$ cat src/bss_cfg.svh
// constants for the buck soft-start and fault sequencer
`ifndef BSS_CFG_SVH
`define BSS_CFG_SVH
`define BSS_CLK_MHZ 250
`define BSS_QUAL_NS 5000
`define BSS_QUAL_CYC ((`BSS_QUAL_NS * `BSS_CLK_MHZ) / 1000)
`define BSS_NOC_WAIT_NS 2500
`define BSS_NOC_WAIT_CYC ((`BSS_NOC_WAIT_NS * `BSS_CLK_MHZ) / 1000)
`define BSS_NOC_SENSE_NS 300
`define BSS_NOC_SENSE_CYC ((`BSS_NOC_SENSE_NS * `BSS_CLK_MHZ + 999) / 1000)
`define BSS_MINOFF_NS 400
`define BSS_MINOFF_CYC ((`BSS_MINOFF_NS * `BSS_CLK_MHZ + 999) / 1000)
`define BSS_PHASE_CYCLES 110
`define BSS_CURRENT_LIMIT_SETTING_25 2'h0
`define BSS_CURRENT_LIMIT_SETTING_50 2'h1
`define BSS_CURRENT_LIMIT_SETTING_75 2'h2
`define BSS_CURRENT_LIMIT_SETTING_100 2'h3
`endif

$ cat src/bss_pkg.sv
// types for the buck soft-start and fault sequencer
package bss_pkg;
  typedef enum logic [4:0] {
    BSS_LOCK = 5'h01,
    BSS_IDLE = 5'h02,
    BSS_SOFT = 5'h04,
    BSS_RUN = 5'h08,
    BSS_FAULT = 5'h10
  } bss_state_e;
  typedef enum logic [2:0] {
    BSS_OFF = 3'h1,
    BSS_HIGH = 3'h2,
    BSS_LOW = 3'h4
  } bss_drive_e;
endpackage

$ cat src/bss_sequencer.sv
// soft-start, fault latch, power-good and gate drive sequencer for a buck controller
// Function
// - low-side on and phase above negative threshold turns low-side off
// - after negative turn-off wait 2.5us, then low-side 300ns to resense, repeat
// - output-ok low when output over 16% high or 10% low
// - output-ok held low until soft-start done and output at 90%
// - output-ok window and 90% changes qualified for 5us; fault latch or leaving run drops it at once
// - over-voltage latches low-side on and controller off
// - over-voltage must persist 5us before latching
// - under-voltage 30% low tri-states drives and latches controller off
// - under-voltage must persist 5us before latching
// - latched faults clear only on supply or enable toggle
// - power-on clear when supply above 3V
// - lockout blocks switching until supply above 4.2V
// - leaving lockout clears fault latch and soft-start counter; switch if enabled
// - first drive pulse after enabling is low-side
// - four phases of 110 cycles at 25, 50, 75, 100 percent limit
// - first phase doubles minimum off-time and adds 120mV sense offset
// - under-voltage and output-ok monitoring enabled after fourth phase
// - supply falling to 4.1V shuts down and tri-states both drives
// - high-side waits until low-side drive sensed off
// - low-side waits until phase node below 1V
// - high-side weak pull-up, strong pull-up added at phase 1.5V
// - minimum off-time enforced after each on-time
// - enable low shuts output down and turns on soft discharge
// - valley current over limit keeps high-side off
`timescale 1ns/1ns
`default_nettype none
`include "bss_cfg.svh"
module bss_sequencer
#(
  parameter int QUAL_CYC = `BSS_QUAL_CYC,
  parameter int PHASE_CYC = `BSS_PHASE_CYCLES
)
(
  input wire logic clk,
  input wire logic reset_n,
  input wire logic supplyPorOk,
  input wire logic supplyAboveOn,
  input wire logic supplyAboveOff,
  input wire logic enablePin,
  input wire logic onTimeRequest,
  input wire logic onTimeDone,
  input wire logic overVoltage,
  input wire logic underVoltage,
  input wire logic outOfWindow,
  input wire logic outputAt90,
  input wire logic phaseNegOc,
  input wire logic phaseBelow1v,
  input wire logic phaseAbove1v5,
  input wire logic lowGateAbove1v,
  input wire logic valleyOverLimit,
  output logic highGateDrive,
  output logic highGateStrong,
  output logic lowGateDrive,
  output logic drivesTriState,
  output logic outputOkFlag,
  output logic softDischarge,
  output logic biasOn,
  output logic [1:0] currentLimitScale,
  output logic doubleMinOff,
  output logic senseOffsetOn,
  output logic ovLatched,
  output logic uvLatched
);
  import bss_pkg::*;

  // ==========================================================
  // power-on clear, lockout and fault states
  bss_state_e state_r;
  bss_drive_e drive_r;
  logic [15:0] ovCnt_r, uvCnt_r, okCnt_r, nocCnt_r, offCnt_r;
  logic [8:0] cycCnt_r;
  logic [1:0] phase_r;
  logic nocWait_r, nocSense_r, firstPulse_r;
  logic okTarget, cycleEnd, ovQual, uvQual, running, ovNxt, uvNxt, hsHandoff;

  // qualification counter clears when the condition drops so a noisy edge restarts the delay, and saturates at the limit
  function automatic logic [15:0] bss_qual(input logic cond, input logic [15:0] cnt);
    if (!cond)
      return 16'h0;
    else if (cnt < 16'(QUAL_CYC))
      return cnt + 16'h1;
    else
      return cnt;
  endfunction

  assign ovQual = (ovCnt_r == 16'(QUAL_CYC));
  assign uvQual = (uvCnt_r == 16'(QUAL_CYC));
  assign cycleEnd = (drive_r == BSS_HIGH) && onTimeDone;
  assign running = (state_r == BSS_SOFT) || (state_r == BSS_RUN);
  // gate outputs use the latch next values so they never lag the fault flags
  assign ovNxt = running ? ovQual : (state_r == BSS_FAULT) && ovLatched;
  assign uvNxt = running ? (uvQual && !ovQual) : (state_r == BSS_FAULT) && uvLatched;
  assign hsHandoff = (drive_r == BSS_LOW) && !nocWait_r && !nocSense_r && !phaseNegOc
    && (offCnt_r == 16'h0) && onTimeRequest && !valleyOverLimit && !firstPulse_r;

  always_ff @(posedge clk or negedge reset_n)
  begin
    if (!reset_n)
      biasOn <= 1'b0;
    else
      biasOn <= supplyPorOk;
  end

  always_ff @(posedge clk or negedge reset_n)
  begin
    if (!reset_n)
    begin
      ovCnt_r <= 16'h0;
      uvCnt_r <= 16'h0;
    end
    else
    begin
      ovCnt_r <= bss_qual(overVoltage && state_r != BSS_FAULT, ovCnt_r);
      uvCnt_r <= bss_qual(underVoltage && state_r == BSS_RUN, uvCnt_r);
    end
  end

  always_ff @(posedge clk or negedge reset_n)
  begin
    if (!reset_n)
      state_r <= BSS_LOCK;
    else
    begin
      case (state_r)
        BSS_LOCK:
          if (supplyPorOk && supplyAboveOn)
            state_r <= BSS_IDLE;
        BSS_IDLE:
          if (!supplyAboveOff)
            state_r <= BSS_LOCK;
          else if (enablePin)
            state_r <= BSS_SOFT;
        BSS_SOFT, BSS_RUN:
          if (!supplyAboveOff || !supplyPorOk)
            state_r <= BSS_LOCK;
          else if (!enablePin)
            state_r <= BSS_IDLE;
          else if (ovQual || uvQual)
            state_r <= BSS_FAULT;
          else if (state_r == BSS_SOFT && phase_r == 2'h3 && cycleEnd
                   && cycCnt_r == 9'(PHASE_CYC - 1))
            state_r <= BSS_RUN;
        BSS_FAULT:
          if (!supplyAboveOff || !supplyPorOk)
            state_r <= BSS_LOCK;
          else if (!enablePin)
            state_r <= BSS_IDLE;
        default:
          state_r <= BSS_LOCK;
      endcase
    end
  end

  always_ff @(posedge clk or negedge reset_n)
  begin
    if (!reset_n)
    begin
      ovLatched <= 1'b0;
      uvLatched <= 1'b0;
    end
    else
    begin
      ovLatched <= ovNxt;
      uvLatched <= uvNxt;
    end
  end

  // ==========================================================
  // soft-start phase counter
  always_ff @(posedge clk or negedge reset_n)
  begin
    if (!reset_n)
    begin
      cycCnt_r <= 9'h0;
      phase_r <= 2'h0;
    end
    else if (state_r != BSS_SOFT && state_r != BSS_RUN)
    begin
      cycCnt_r <= 9'h0;
      phase_r <= 2'h0;
    end
    else if (state_r == BSS_SOFT && cycleEnd)
    begin
      if (cycCnt_r == 9'(PHASE_CYC - 1))
      begin
        cycCnt_r <= 9'h0;
        if (phase_r != 2'h3)
          phase_r <= phase_r + 2'h1;
      end
      else
        cycCnt_r <= cycCnt_r + 9'h1;
    end
  end

  always_ff @(posedge clk or negedge reset_n)
  begin
    if (!reset_n)
    begin
      currentLimitScale <= `BSS_CURRENT_LIMIT_SETTING_25;
      doubleMinOff <= 1'b0;
      senseOffsetOn <= 1'b0;
    end
    else
    begin
      currentLimitScale <= (state_r == BSS_RUN) ? `BSS_CURRENT_LIMIT_SETTING_100 : phase_r;
      doubleMinOff <= (state_r == BSS_SOFT) && (phase_r == 2'h0);
      senseOffsetOn <= (state_r == BSS_SOFT) && (phase_r == 2'h0);
    end
  end

  // ==========================================================
  // output-ok with qualification filter
  assign okTarget = (state_r == BSS_RUN) && !outOfWindow && outputAt90;

  always_ff @(posedge clk or negedge reset_n)
  begin
    if (!reset_n)
    begin
      okCnt_r <= 16'h0;
      outputOkFlag <= 1'b0;
    end
    else if (state_r != BSS_RUN || ovNxt || uvNxt)
    begin
      okCnt_r <= 16'h0;
      outputOkFlag <= 1'b0;
    end
    else if (okTarget == outputOkFlag)
      okCnt_r <= 16'h0;
    else if (okCnt_r == 16'(QUAL_CYC - 1))
    begin
      okCnt_r <= 16'h0;
      outputOkFlag <= okTarget;
    end
    else
      okCnt_r <= okCnt_r + 16'h1;
  end

  // ==========================================================
  // gate drive sequencing, dead time and negative current retry
  always_ff @(posedge clk or negedge reset_n)
  begin
    if (!reset_n)
    begin
      drive_r <= BSS_OFF;
      offCnt_r <= 16'h0;
      nocWait_r <= 1'b0;
      nocSense_r <= 1'b0;
      nocCnt_r <= 16'h0;
      firstPulse_r <= 1'b1;
    end
    else if (state_r != BSS_SOFT && state_r != BSS_RUN)
    begin
      drive_r <= BSS_OFF;
      nocWait_r <= 1'b0;
      nocSense_r <= 1'b0;
      firstPulse_r <= 1'b1;
    end
    else
    begin
      case (drive_r)
        BSS_OFF:
          if (phaseBelow1v)
          begin
            drive_r <= BSS_LOW;
            firstPulse_r <= 1'b0;
          end
        BSS_LOW:
          if (nocWait_r)
          begin
            // low-side stays off through the retry wait
            if (nocCnt_r >= 16'(`BSS_NOC_WAIT_CYC - 1))
            begin
              nocWait_r <= 1'b0;
              nocSense_r <= 1'b1;
              nocCnt_r <= 16'h0;
            end
            else
              nocCnt_r <= nocCnt_r + 16'h1;
          end
          else if (phaseNegOc)
          begin
            nocWait_r <= 1'b1;
            nocSense_r <= 1'b0;
            nocCnt_r <= 16'h0;
          end
          else if (nocSense_r)
          begin
            if (nocCnt_r >= 16'(`BSS_NOC_SENSE_CYC - 1))
              nocSense_r <= 1'b0;
            else
              nocCnt_r <= nocCnt_r + 16'h1;
          end
          else
          begin
            if (offCnt_r != 16'h0)
              offCnt_r <= offCnt_r - 16'h1;
            else if (onTimeRequest && !valleyOverLimit && !lowGateAbove1v && !firstPulse_r)
              drive_r <= BSS_HIGH;
          end
        BSS_HIGH:
          if (onTimeDone)
          begin
            drive_r <= BSS_OFF;
            offCnt_r <= doubleMinOff ? 16'(2 * `BSS_MINOFF_CYC) : 16'(`BSS_MINOFF_CYC);
          end
        default:
          drive_r <= BSS_OFF;
      endcase
    end
  end

  always_ff @(posedge clk or negedge reset_n)
  begin
    if (!reset_n)
    begin
      highGateDrive <= 1'b0;
      highGateStrong <= 1'b0;
      lowGateDrive <= 1'b0;
      drivesTriState <= 1'b1;
      softDischarge <= 1'b0;
    end
    else
    begin
      highGateDrive <= running && !ovNxt && !uvNxt && drive_r == BSS_HIGH;
      highGateStrong <= running && !ovNxt && !uvNxt && drive_r == BSS_HIGH
        && phaseAbove1v5;
      lowGateDrive <= ovNxt
        || (running && !uvNxt && drive_r == BSS_LOW && !nocWait_r && !hsHandoff
        && !(phaseNegOc && !nocSense_r));
      drivesTriState <= (state_r == BSS_LOCK) || uvNxt;
      softDischarge <= (state_r == BSS_IDLE) && !enablePin && supplyPorOk;
    end
  end
endmodule
`default_nettype wire

$ cat config.mk
export PLATFORM = sky130hd
export DESIGN_NAME = bss_sequencer
export DESIGN_NICKNAME = d
export VERILOG_FILES = /design/src/bss_pkg.sv /design/src/bss_sequencer.sv
export VERILOG_INCLUDE_DIRS = /design/src
export SDC_FILE = /design/constraint.sdc
export NUM_CORES = 1
export LEC_CHECK = 0
export BUFFER_PORTS_ARGS = -buffer_cell sky130_fd_sc_hd__buf_2
export CELL_PAD_IN_SITES_DETAIL_PLACEMENT = 1
export CELL_PAD_IN_SITES_GLOBAL_PLACEMENT = 1
export CORE_MARGIN = 2
export CORE_UTILIZATION = 48
export DETAILED_ROUTE_END_ITERATION = 8
export PLACE_DENSITY_LB_ADDON = 0.1
export RECOVER_POWER = 50
export SLEW_MARGIN = 0
export SYNTH_ARGS = -nofsm -noshare
export SYNTH_HDL_FRONTEND = slang
export SYNTH_SLANG_ARGS = --single-unit
$ cat constraint.sdc
create_clock -name clk -period 2.45 [get_ports clk]
set_input_delay 0.49 -clock clk [delete_from_list [all_inputs] [get_ports clk]]
set_output_delay 0.49 -clock clk [all_outputs]
set_load 0.02 [all_outputs]
==> impl_metrics.json <==
{
  "rsz0062_at_grt": "false",
  "fin_skew_ns": 0.00721,
  "vias": 4831,
  "synth-compound-area-share_pct": 11.7,
  "drt_first_pass_iters": 5,
  "cts_buffer_depth": 2,
  "setup_tns_ns": 0,
  "numCtsBuffers": 17,
  "cts_resized": 0,
  "slew_headroom_pct": -41.4,
  "synthArstFlopShare_pct": 100,
  "criticalPathCategory": "flip-flop to flip-flop",
  "antenna_found_initial": 0,
  "synthAdderAreaFrac_pct": 3.00,
  "drtIter0Drc": 264,
  "synth-seq-cells": 114,
  "place_hpwl_um": 10200,
  "cp-start-kind": "flip-flop",
  "yosys.area_share.simple_pct": 27.7,
  "arrival_ns": 2.67,
  "dpl_cell_area_um2": 6330,
  "slowest_delay_ns": 0.54,
  "clock-sinks": 114,
  "crit_chain": "nor4_1 > nand4_1 > or4b_1 > or4_1 > a21oi_1",
  "syn_inst": 607,
  "yosys.area_share.xor_xnor_pct": 5.99,
  "gp_congestion": 0.824,
  "coreArea_um2": 12000,
  "syn_avg_cell_area_um2": 9.63,
  "die_h_um": 114,
  "timing.final.crit_share_pct": 95.2,
  "power_uw": 4600,
  "clk_latency_ns": 0.41,
  "maxCapViolCount": 1,
  "critPathRequiredTime_ns": 2.79,
  "yosysSeqAreaShare_pct": 48.9,
  "fmax_ghz": 0.429,
  "leakage_uw": 0.00312,
  "postCtsHoldBufs": 0,
  "die-area_um2": 13100,
  "violations": "capacitance limit, slew limit",
  "initial_utilization_pct": 48.9,
  "synth_mux_area_share_pct": 0.685,
  "totalWireLength_um": 14500,
  "cts_root_buffer": "clkbuf_16",
  "final_hold_viol_count": 0,
  "globalRouteTotalUtil_pct": 23.9,
  "cp_slowest_cell": "or4b_1",
  "synth_edf_count": 0,
  "synth.distinct_cells": 65,
  "tritoncts": "yes",
  "hp-class": "input port to flip-flop",
  "fin_area_um2": 6900,
  "vdd_ir_drop_max_mv": 0.460,
  "routedWlPerCell_um": 17.5,
  "power_density_nw_per_um2": 666,
  "ios": 30,
  "synth_top_flop_cell": "dfrtp_1",
  "worst_pin_slew_ns": 2.12,
  "grt_pass1_vias": 5046,
  "cp-end-kind": "flip-flop",
  "grt_pass1_wl_um": 24600,
  "status": "finished with violations",
  "overflow": 0,
  "grt_start_max_net_pins": 45,
  "synth_warnings": 0,
  "nets": 701,
  "detail-route-antenna-nets": 0,
  "drv_slew": 38,
  "finalSetupViolations": 0,
  "cts_setup_buffers": 0,
  "synth_top_family_by_area": "simple AND/OR/NAND/NOR gates",
  "chipWidth_um": 114,
  "portBuffers": 29,
  "hold_ws_ns": 0.295,
  "n_antenna_cell": 0,
  "drc_errors": 0,
  "drive_gt1_share_pct": 13.9,
  "syn_nets": 638,
  "cts_max_level": 4,
  "routed_via_density": 5.83,
  "critical_path.max_fanout": 8,
  "area_growth_pct": 18.0,
  "num_rows": 40,
  "netlist_area_um2": 5840,
  "fin_crit_ns": 2.33,
  "clk_pin_slew_worst_paths_ns": 0.05
}
state kept, by name, indices dropped and copies added, names as in the netlist, 2 cells and up:
signal / count
ovCnt_r: 16
currentLimitScale: 2
offCnt_r: 16
uvCnt_r: 16
state_r: 5
drive_r: 3
phase_r: 2
nocCnt_r: 16
okCnt_r: 16
cycCnt_r: 9
cells in the final DEF, fill, tap and decap left out, types with 12 or more instances in the layout:
cell type,instances
nand3_1,30
ha_1,14
nor3_1,17
nand4_1,23
buf_4,22
dfrtp_1,110
nor4_1,12
xnor2_1,12
o21ai_0,29
nand2_1,46
clkbuf_16,17
xor2_1,28
and3_1,25
buf_2,25
a21oi_1,22
inv_1,19
and2_1,14
nor2_1,72
final timing paths:
| kind | startpoint | end | slack, ns | depth (start not counted) |
|---|---|---|---|---|
| max | offCnt_r[8]$_DFFE_PN0P_ | drive_r[1]$_DFFE_PN0P_ | 0.12 | 5 |
| min | phaseAbove1v5 | highGateStrong$_DFF_PN0_ | 0.29 | 3 |
| max reg2reg | offCnt_r[8]$_DFFE_PN0P_ | drive_r[1]$_DFFE_PN0P_ | 0.12 | 5 |
| min reg2reg | firstPulse_r$_DFFE_PN1P_ | firstPulse_r$_DFFE_PN1P_ | 0.46 | 2 |
| max in group asynchronous | reset_n | drivesTriState$_DFF_PN1_ | 0.39 | 2 |
| min in group asynchronous | reset_n | cycCnt_r[7]$_DFFE_PN0P_ | 0.69 | 1 |
where the power goes:
| group | switching, µW | leakage [µW] | internal (µW) | total [µW] |
|---|---|---|---|---|
| sequential | 34.4 | 0.00154 | 1930 | 1960 |
| combinational | 155 | 0.00129 | 79.8 | 234 |
| clock | 807 | 0.000284 | 1590 | 2400 |
worst max-delay path: cells and delay by family (launching register included):
family	cells	cell delay, ns
AO/OA/AOI/OAI	1	0.16
flip-flops	1	0.45
AND/OR/NAND/NOR	4	1.65
per-stage QoR:
step | worst slack (ns) | instances | utilization (%)
4_1_cts | 0.0196 | 829 | 57.7
3_3_place_gp | 0.0709 | 798 | 52.9
3_5_place_dp | 0.0194 | 798 | 52.9
5_1_grt | 0.00546 | 829 | 57.7
6_report | 0.117 | 829 | 57.7
2_1_floorplan | 0.223 | 607 | -
cell type report:
class	count	area, µm²
Inverter	19	71.3
Clock inverter	5	75.1
Timing Repair Buffer	54	333
Fill cell	1349	5060
Multi-Input combinational cell	464	2880
Clock buffer	26	499
Sequential cell	114	2860
Tap cell	147	184
cell families (layout without fill, tap and decap cells):
group / count (synthesis) / after routing
AND/OR/NAND/NOR: 300 / 300
flip-flops: 114 / 114
AO/OA/AOI/OAI: 106 / 106
XOR/XNOR: 40 / 40
buffers and inverters: 29 / 104
adder cells (fa/ha/maj): 14 / 14
multiplexers: 4 / 4
synthesized netlist by cell type, types with 4 or more instances:
cell,count,share of area (%)
nor3_1,17,1.5
a21oi_1,22,1.9
o31ai_1,8,1.0
nand4_1,23,2.5
a31oi_1,6,0.64
xnor2_1,12,1.8
and2_1,14,1.5
nor4_1,12,1.3
inv_1,19,1.2
clkbuf_1,7,0.45
or3_1,9,0.96
nor2_1,72,4.6
nand3_1,31,2.7
or4_1,9,1.2
mux2i_1,4,0.69
dfstp_2,4,1.8
and3_1,25,2.7
nor3b_1,7,0.90
o22ai_1,4,0.43
nand2_1,46,3.0
nand2b_1,7,0.75
o21ai_0,29,2.5
dfrtp_1,110,47
xor2_1,28,4.2
nor2b_1,4,0.43
ha_1,14,3.0
o21a_1,11,1.4
per-layer routing:
layer / up-vias / wire, µm / GRT usage, %
met5: - / 0 / 0
met4: 0 / 170 / 7.80
met3: 15 / 353 / 5.61
met2: 48 / 7280 / 39.2
met1: 2442 / 6710 / 31.6
li1: 2326 / - / -
No activity file was read; power rests on OpenSTA's default activity.
